[config.mk]
export PLATFORM = sky130hd
export DESIGN_NAME = paper_pickup_feed_sequencer
export DESIGN_NICKNAME = d
export VERILOG_FILES = /design/src/include/paper_feed_pkg.sv /design/src/hw/media_classifier.sv /design/src/hw/paper_pickup_feed_sequencer.sv
export SDC_FILE = /design/constraint.sdc
export NUM_CORES = 1
export LEC_CHECK = 0
export BUFFER_PORTS_ARGS = -buffer_cell sky130_fd_sc_hd__buf_4
export CAP_MARGIN = 20
export CORE_MARGIN = 2
export CORE_UTILIZATION = 55
export CTS_CLUSTER_DIAMETER = 60
export DETAILED_ROUTE_END_ITERATION = 8
export PLACE_DENSITY = 0.82
export SYNTH_ARGS = -nofsm -noshare
export SYNTH_HDL_FRONTEND = slang
export SYNTH_SLANG_ARGS = --single-unit
[constraint.sdc]
create_clock -name sys_clk -period 3.9 [get_ports sys_clk]
set_clock_uncertainty 0.05 [all_clocks]
set_input_delay 0.78 -clock sys_clk [delete_from_list [all_inputs] [get_ports sys_clk]]
set_output_delay 0.78 -clock sys_clk [all_outputs]
set_load 0.005 [all_outputs]
[src/include/paper_feed_pkg.sv]
// Shared types and constants for the paper pickup and feed sequencer
package paper_feed_pkg;

	// Print modes from the formatter
	typedef enum logic [3:0] {
		MODE_AUTO      = 4'h0,
		MODE_NORMAL    = 4'h1,
		MODE_HEAVY1    = 4'h2,
		MODE_HEAVY2    = 4'h3,
		MODE_HEAVY3    = 4'h4,
		MODE_GLOSSY1   = 4'h5,
		MODE_GLOSSY2   = 4'h6,
		MODE_GLOSSY3   = 4'h7,
		MODE_GLOSSFILM = 4'h8,
		MODE_TRANSP    = 4'h9,
		MODE_LIGHT     = 4'hA,
		MODE_ENVELOPE  = 4'hB,
		MODE_LABEL     = 4'hC
	} print_mode_t;

	// Sensed media classes
	typedef enum logic [2:0] {
		MEDIA_PLAIN     = 3'h0,
		MEDIA_HEAVY1    = 3'h1,
		MEDIA_HEAVY2    = 3'h2,
		MEDIA_HEAVY3    = 3'h3,
		MEDIA_GLOSSY    = 3'h4,
		MEDIA_FILM      = 3'h5,
		MEDIA_TRANSP    = 3'h6,
		MEDIA_UNKNOWN   = 3'h7
	} media_t;

	// Feed speed settings
	typedef enum logic [2:0] {
		SPEED_FULL  = 3'h0,
		SPEED_3Q    = 3'h1,
		SPEED_HALF  = 3'h2,
		SPEED_THIRD = 3'h3,
		SPEED_TENTH = 3'h4
	} speed_t;

	// Sequencer states, one-hot
	typedef enum logic [8:0] {
		ST_IDLE     = 9'h001,
		ST_WAITPAP  = 9'h002,
		ST_REVERSE  = 9'h004,
		ST_PICK     = 9'h008,
		ST_FEED     = 9'h010,
		ST_PAUSE    = 9'h020,
		ST_RUN      = 9'h040,
		ST_SELFTEST = 9'h080,
		ST_TESTWAIT = 9'h100
	} seq_state_t;

	// Timing, 100 MHz clock
	localparam int CLK_MHZ          = 100;
	localparam int REVERSE_US       = 50;
	localparam int REVERSE_CYC      = REVERSE_US * CLK_MHZ;
	localparam int SENSE_SETTLE_US  = 10;
	localparam int SENSE_SETTLE_CYC = SENSE_SETTLE_US * CLK_MHZ;
	localparam int CNT_W            = 16;

	// Media sensor thresholds
	localparam logic [7:0] GLOSS_HIGH    = 8'hC0;
	localparam logic [7:0] GLOSS_MID     = 8'h80;
	localparam logic [7:0] TRANS_CLEAR   = 8'hE0;
	localparam logic [7:0] TRANS_HEAVY1  = 8'h90;
	localparam logic [7:0] TRANS_HEAVY2  = 8'h60;
	localparam logic [7:0] TRANS_HEAVY3  = 8'h30;
	localparam logic [7:0] LED_EXPECT    = 8'hA0;
	localparam logic [7:0] LED_TOL       = 8'h10;

	// Job request from the formatter
	typedef struct packed {
		print_mode_t mode;
		logic        duplex;
	} job_t;

	// Notifications to the formatter
	typedef struct packed {
		logic   trayEmpty;
		logic   lastSheet;
		logic   binFull;
		logic   mismatch;
		logic   sensorFail;
		logic   typeValid;
		media_t mediaType;
	} notify_t;

	// Motor and solenoid drives
	typedef struct packed {
		logic   pickupRev;
		logic   pickupSol;
		logic   regMotor;
		logic   mediaLed;
		speed_t speed;
	} drive_t;

endpackage

[src/hw/media_classifier.sv]
// Media classification and feed speed selection
`timescale 1ns/1ps
module media_classifier
	import paper_feed_pkg::*;
(
	// Sensor readings
	input  wire logic [7:0] reflect,
	input  wire logic [7:0] transmit,
	// Job
	input  wire job_t       job,
	// Results
	output media_t          media,
	output speed_t          speed,
	output logic            mismatch
);

	always_comb begin
		if (reflect >= GLOSS_HIGH && transmit >= TRANS_CLEAR)
			media = MEDIA_TRANSP;
		else if (reflect >= GLOSS_HIGH)
			media = MEDIA_FILM;
		else if (reflect >= GLOSS_MID)
			media = MEDIA_GLOSSY;
		else if (transmit >= TRANS_HEAVY1)
			media = MEDIA_PLAIN;
		else if (transmit >= TRANS_HEAVY2)
			media = MEDIA_HEAVY1;
		else if (transmit >= TRANS_HEAVY3)
			media = MEDIA_HEAVY2;
		else
			media = MEDIA_HEAVY3;
	end

	// Speed follows job mode; sensor-blind modes use the mode directly
	always_comb begin
		case (job.mode)
			MODE_HEAVY1, MODE_GLOSSY1:  speed = SPEED_3Q;
			MODE_HEAVY2, MODE_GLOSSY2:  speed = SPEED_HALF;
			MODE_HEAVY3, MODE_GLOSSY3:  speed = SPEED_THIRD;
			MODE_GLOSSFILM, MODE_TRANSP: speed = SPEED_TENTH;
			MODE_LIGHT, MODE_ENVELOPE:  speed = SPEED_FULL;
			MODE_LABEL:                 speed = SPEED_HALF;
			MODE_AUTO: begin
				case (media)
					MEDIA_HEAVY1, MEDIA_GLOSSY: speed = SPEED_3Q;
					MEDIA_HEAVY2:               speed = SPEED_HALF;
					MEDIA_HEAVY3:               speed = SPEED_THIRD;
					MEDIA_FILM, MEDIA_TRANSP:   speed = SPEED_TENTH;
					default:                    speed = SPEED_FULL;
				endcase
			end
			default:                    speed = SPEED_FULL;
		endcase
	end

	always_comb begin
		if (!job.duplex)
			mismatch = (job.mode == MODE_TRANSP && media != MEDIA_TRANSP)
				|| (job.mode != MODE_AUTO && job.mode != MODE_TRANSP && media == MEDIA_TRANSP);
		else
			mismatch = (job.mode != MODE_TRANSP && job.mode != MODE_GLOSSFILM
				&& media == MEDIA_TRANSP);
	end

endmodule

[src/hw/paper_pickup_feed_sequencer.sv]
// Manual-tray pickup and paper feed sequencer
`timescale 1ns/1ps
// Functional notes
// - Empty tray: notify, hold print
// - Print: reverse pickup motor, then solenoid
// - Last-sheet roller turns: notify formatter
// - Leading edge sensed: stop registration motor
// - Sample media sensor during pause
// - Alignment timing: restart registration motor
// - Derive and report paper type
// - Simplex transparency job, other media: mismatch
// - Simplex non-auto job, transparency sensed: mismatch
// - Duplex job, transparency sensed, mode neither MODE_TRANSP nor MODE_GLOSSFILM: mismatch
// - Power-up or wake: test sensor LED
// - Feed speed follows print mode
// - Unclassifiable media: speed from formatter mode
// - Output bin full: notify formatter
module paper_pickup_feed_sequencer
	import paper_feed_pkg::*;
#(
	parameter int REVERSE_CYCLES = REVERSE_CYC,
	parameter int SETTLE_CYCLES  = SENSE_SETTLE_CYC
)
(
	// Clock and reset
	input  wire logic       sys_clk,
	input  wire logic       arst_n,
	// Formatter
	input  wire logic       printCmd,
	input  wire job_t       job,
	input  wire logic       alignGo,
	input  wire logic       wakeUp,
	output notify_t         notify,
	output logic            busy,
	// Sensors, asynchronous pins
	input  wire logic       trayPaper,
	input  wire logic       lastSheetSense,
	input  wire logic       leadEdge,
	input  wire logic       fuserExit,
	input  wire logic       binFullSense,
	input  wire logic [7:0] reflect,
	input  wire logic [7:0] transmit,
	// Drives
	output drive_t          drive
);

	typedef struct packed {
		logic [2:0][4:0] sync;
		seq_state_t      state;
		logic [CNT_W-1:0] cnt;
		job_t            job;
		logic [7:0]      reflect;
		logic [7:0]      transmit;
		notify_t         notify;
		drive_t          drive;
		logic [4:0]      pinLvl;
		// Sensor words pass the same three-stage filter as the pins
		logic [2:0][7:0] reflSync;
		logic [2:0][7:0] transSync;
		logic [7:0]      reflLvl;
		logic [7:0]      transLvl;
	} state_t;

	state_t s;
	state_t next_s;

	media_t mediaNow;
	speed_t speedNow;
	logic   mismatchNow;

	// Pins clean: bit order tray, last, lead, exit, full
	logic [4:0] pinNow;
	logic [4:0] pinRaw;

	assign pinRaw = {trayPaper, lastSheetSense, leadEdge, fuserExit, binFullSense};

	// Filtered level: change counts once stages 2 and 3 agree
	function automatic logic filt(input logic a, input logic b, input logic prev);
		return (a == b) ? a : prev;
	endfunction

	// Whole-word agreement, so a capture torn across bits is never used
	function automatic logic [7:0] filtWord(input logic [7:0] a, input logic [7:0] b, input logic [7:0] prev);
		return (a == b) ? a : prev;
	endfunction

	// Tolerance band is symmetric about the expected LED level
	function automatic logic ledBad(input logic [7:0] v);
		return (v > LED_EXPECT + LED_TOL) || (v < LED_EXPECT - LED_TOL);
	endfunction

	logic [7:0] reflNow;
	logic [7:0] transNow;

	assign reflNow  = filtWord(s.reflSync[1], s.reflSync[2], s.reflLvl);
	assign transNow = filtWord(s.transSync[1], s.transSync[2], s.transLvl);

	media_classifier classify (
		.reflect  (s.reflect),
		.transmit (s.transmit),
		.job      (s.job),
		.media    (mediaNow),
		.speed    (speedNow),
		.mismatch (mismatchNow)
	);

	always_comb begin
		for (int i = 0; i < 5; i++)
			pinNow[i] = filt(s.sync[1][i], s.sync[2][i], s.pinLvl[i]);
	end

	always_comb begin
		next_s = s;
		next_s.sync[0] = pinRaw;
		next_s.sync[1] = s.sync[0];
		next_s.sync[2] = s.sync[1];
		next_s.pinLvl = pinNow;
		next_s.reflSync[0] = reflect;
		next_s.reflSync[1] = s.reflSync[0];
		next_s.reflSync[2] = s.reflSync[1];
		next_s.transSync[0] = transmit;
		next_s.transSync[1] = s.transSync[0];
		next_s.transSync[2] = s.transSync[1];
		next_s.reflLvl = reflNow;
		next_s.transLvl = transNow;
		next_s.notify.binFull = pinNow[0];
		next_s.notify.lastSheet = pinNow[3] && s.state != ST_IDLE;
		if (s.cnt != '0)
			next_s.cnt = s.cnt - 1'b1;
		case (s.state)
			ST_IDLE: begin
				next_s.drive.pickupRev = 1'b0;
				next_s.drive.pickupSol = 1'b0;
				if (wakeUp) begin
					next_s.state = ST_SELFTEST;
				end else if (printCmd) begin
					next_s.job = job;
					next_s.notify.typeValid = 1'b0;
					next_s.notify.mismatch = 1'b0;
					next_s.state = ST_WAITPAP;
				end
			end
			ST_WAITPAP: begin
				next_s.notify.trayEmpty = !pinNow[4];
				if (pinNow[4]) begin
					next_s.drive.pickupRev = 1'b1;
					next_s.cnt = CNT_W'(REVERSE_CYCLES);
					next_s.state = ST_REVERSE;
				end
			end
			ST_REVERSE: begin
				if (s.cnt == '0) begin
					next_s.drive.pickupSol = 1'b1;
					next_s.drive.regMotor = 1'b1;
					next_s.state = ST_PICK;
				end
			end
			ST_PICK, ST_FEED: begin
				if (pinNow[2]) begin
					next_s.drive.regMotor = 1'b0;
					next_s.drive.pickupSol = 1'b0;
					next_s.drive.pickupRev = 1'b0;
					next_s.drive.mediaLed = 1'b1;
					next_s.cnt = CNT_W'(SETTLE_CYCLES);
					next_s.state = ST_PAUSE;
				end
			end
			ST_PAUSE: begin
				// Sample once the LED has settled, keep last value while waiting
				if (s.cnt == '0 && !s.notify.typeValid) begin
					next_s.reflect = reflNow;
					next_s.transmit = transNow;
					next_s.notify.typeValid = 1'b1;
				end
				if (s.notify.typeValid) begin
					next_s.notify.mediaType = mediaNow;
					next_s.notify.mismatch = mismatchNow;
				end
				if (s.notify.typeValid && alignGo) begin
					next_s.drive.speed = speedNow;
					next_s.drive.regMotor = 1'b1;
					next_s.drive.mediaLed = 1'b0;
					next_s.state = ST_RUN;
				end
			end
			ST_RUN: begin
				// Speed stays frozen until the sheet clears the fuser
				if (pinNow[1]) begin
					next_s.drive.regMotor = 1'b0;
					next_s.drive.speed = SPEED_FULL;
					next_s.state = ST_IDLE;
				end
			end
			ST_SELFTEST: begin
				next_s.drive.mediaLed = 1'b1;
				next_s.cnt = CNT_W'(SETTLE_CYCLES);
				next_s.state = ST_TESTWAIT;
			end
			ST_TESTWAIT: begin
				if (s.cnt == '0) begin
					next_s.notify.sensorFail = ledBad(reflNow);
					next_s.drive.mediaLed = 1'b0;
					next_s.state = ST_IDLE;
				end
			end
			default: next_s.state = ST_IDLE;
		endcase
	end

	always_ff @(posedge sys_clk or negedge arst_n) begin
		if (!arst_n) begin
			s <= '0;
			s.state <= ST_SELFTEST;
		end else begin
			s <= next_s;
		end
	end

	assign notify = s.notify;
	assign drive  = s.drive;
	assign busy   = s.state != ST_IDLE;

endmodule

==> metrics.cfg <==
[synth]
syn_avg_cell_area_um2=12.50
ys_seq_area_share_pct=62.72
synth_enable_flop_cells=0
postSynth.asyncResetShare_pct=100.0
synthDistinctLibCells=51
synth_area_um2=5189
ys_ff_latch=130
synthFlopType=dfrtp_1
syn_inst=415
synth_warnings=0
synth_nets=448

[sta]
rsz0062_at_grt=false
slew_headroom_pct=58.19
setup_viol=0
final-hold-violation-count=0
worst_pin_slew_ps=621.4
drv_slew=0
min_period_over_period_pct=81.03
clock.fmax_ghz=0.3165
post-route-min-period_ps=3160
finalSetupTns_ps=0

[drt]
ant_nets=0
drt_iter0_drc=285
vias_per_cell=5.806
drt-total-wl_mm=10.11
vias=3408
wl_per_cell_um=17.22
drt-pass1-iter-count=5
route.detailed.drc=0

[worst_setup_path]
end_kind=output pin
crit_path_max_fanout=6
crit_required_ps=3070
max_stage_delay_ps=620
crit_path_start_kind=register
crit_slowest_cell=or4_1
path_cells=or4_1, nor4_1, inv_1, buf_4
worstSetupPathType=register to output pin
worstPathArrival_ps=2330

[cts]
cts_resized=0
htree_levels=4
cts_tree=built
clock_sinks=130
clkTransAtPathRegs_ps=60
postCtsSetupBuffers=0
ctsHoldBuffers=0
root_buffer=clkbuf_8
cts_made_buffers=17
clock_path_buffers=2
insertion_delay_ps=510

[placed_design]
post-dp-hpwl_mm=6.409
place_inst=554
numPortBuffers=47
gp_congestion=0.9426

[layout]
register_area_um2=3254
fillCellCount=643
fin_cells=587
drive_above_1_share_pct=24.16
multiInputGateArea_um2=1738
fin_nets=496
syn_to_final_growth_pct=19.27
n_antenna_cell=0

[global_routing]
grt_pass1_wl_mm=16.77
gr-total-overflow=0
grt_pass1_vias=3335
grt_max_degree=83
grt_util_all_layers_pct=21.60
grt_antenna_before_repair=0

[status]
status=complete, no violations

[worst_hold_path]
hold_class=input pin to async pin

[floorplan]
dieWidth_um=101.1
io_pins=48
die-area_um2=10230
fp.dieH_um=101.1
start_util_pct=56.42
rows=35
design.core.area_um2=9196

[run]
maxCapViolations=0

[pwr]
static-leakage-power_nw=2.863
ir_drop_mv=0.3457
p_per_area_nw_per_um2=670.7

[flip-flops by register name, indices dropped and copies added (netlist names)]
signal  flops
drive       7
next_s     42
notify      8
s          73
[layout by cell type (no fill, tap or decap), types with 3 or more instances in the layout]
master     instances
a32o_1             3
nand2_1           21
nand3b_1           3
and2_1             3
clkbuf_16         16
a21oi_1           18
nor2_1            24
nor4_1            12
nor4bb_1           3
maj3_1             4
dfrtp_1          129
inv_6              5
a21o_1             6
bufinv_16          3
buf_4             53
nor3_1            11
mux2_2            23
nor2b_1            7
or4_1              6
a211o_1            3
xnor2_1            6
nand3_1            8
inv_1              9
or3_1              4
and3_1             3
a211oi_1           4
o21ai_0           17
a31oi_1            4
nand2b_1           8
xor2_1            20
[kinds of logic (layout without fill, tap and decap cells)]
group | after synthesis | in the layout | share of synthesized area [%]
AO/OA/AOI/OAI | 71 | 71 | 8.850
multiplexers | 25 | 25 | 5.377
adder cells (fa/ha/maj) | 6 | 6 | 1.254
buffers and inverters | 34 | 95 | 3.786
flip-flops | 130 | 130 | 62.72
AND/OR/NAND/NOR | 123 | 123 | 13.62
XOR/XNOR | 26 | 26 | 4.389
[per-stage QoR]
step / hold slack [ps] / util, % / cell area (um^2) / worst slack (ps) / total power, mW
3_5_place_dp: 284.7 / 60.49 / 5563 / 1241 / 2.534
5_1_grt: 184.9 / 67.29 / 6188 / 631.4 / 4.350
3_3_place_gp: 282.7 / 60.49 / 5563 / 1336 / 2.491
2_1_floorplan: 281.2 / - / 5189 / 1390 / 2.282
6_report: 159.5 / 67.29 / 6188 / 740.0 / 4.150
4_1_cts: 297.5 / 67.07 / 6168 / 773.6 / 4.159
[final cells by class]
| cell class | instances | share of cell area [%] |
|---|---|---|
| clock buffers | 19 | 6.975 |
| clock inverters | 13 | 2.810 |
| inverters | 9 | 0.5459 |
| multi-input cells | 251 | 28.08 |
| flip-flops and latches | 130 | 52.59 |
| well taps | 111 | 2.244 |
| repair buffers | 54 | 6.753 |
[power breakdown]
group | total (mW) | internal (mW) | leakage (nW) | switching, mW
Clock | 1.60 | 1.00 | 0.292 | 0.597
Sequential | 1.75 | 1.55 | 1.61 | 0.201
Combinational | 0.796 | 0.369 | 0.965 | 0.427
Total | 4.15 | 2.92 | 2.86 | 1.23
[per-layer routing]
metal	vias to the layer above	wire, um	global-route usage, %
met5	-	0	0
met4	0	177	9.044
met3	16	560	5.245
met2	134	5013	34.03
met1	1687	4360	29.13
li1	1571	-	-
[Yosys cell counts, types with 3 or more instances]
| library cell | n | area (um^2) |
|---|---|---|
| a211o_1 | 3 | 26.28 |
| a211oi_1 | 4 | 30.03 |
| a21o_1 | 6 | 45.04 |
| a21oi_1 | 18 | 90.09 |
| a31oi_1 | 4 | 25.02 |
| a32o_1 | 3 | 30.03 |
| and2_1 | 3 | 18.77 |
| and3_1 | 3 | 18.77 |
| buf_4 | 16 | 120.1 |
| clkbuf_1 | 7 | 26.28 |
| dfrtp_1 | 129 | 3228 |
| inv_1 | 9 | 33.78 |
| maj3_1 | 4 | 40.04 |
| mux2_2 | 23 | 259.0 |
| nand2_1 | 21 | 78.83 |
| nand2b_1 | 8 | 50.05 |
| nand3_1 | 8 | 40.04 |
| nand3b_1 | 3 | 22.52 |
| nor2_1 | 24 | 90.09 |
| nor2b_1 | 7 | 43.79 |
| nor3_1 | 11 | 55.05 |
| nor4_1 | 12 | 75.07 |
| nor4bb_1 | 3 | 30.03 |
| o21ai_0 | 17 | 85.08 |
| or3_1 | 4 | 25.02 |
| or4_1 | 6 | 45.04 |
| xnor2_1 | 6 | 52.55 |
| xor2_1 | 20 | 175.2 |
[final timing paths]
kind / from / end / slack, ps / depth (start not counted)
hold / removal: arst_n / next_s[24]$_DFF_PN0_ / 160 / 1
hold reg to reg: next_s[50]$_DFF_PN0_ / next_s[58]$_DFF_PN0_ / 300 / 0
setup reg to reg: s[106]$_DFF_PN0_ / s[89]$_DFFE_PN0P_ / 1200 / 8
min in group sys_clk: next_s[50]$_DFF_PN0_ / next_s[58]$_DFF_PN0_ / 300 / 0
max in group asynchronous: arst_n / next_s[137]$_DFF_PN0_ / 2610 / 3
setup / recovery: s[130]$_DFFE_PN0P_ / busy / 740 / 4
[critical path: cells and delay by family (launching register included)]
family                 cells  cell delay (ps)
buffers and inverters      2              320
flip-flops                 1              430
AND/OR/NAND/NOR            2             1070
Power figures use the tool's default switching activity.
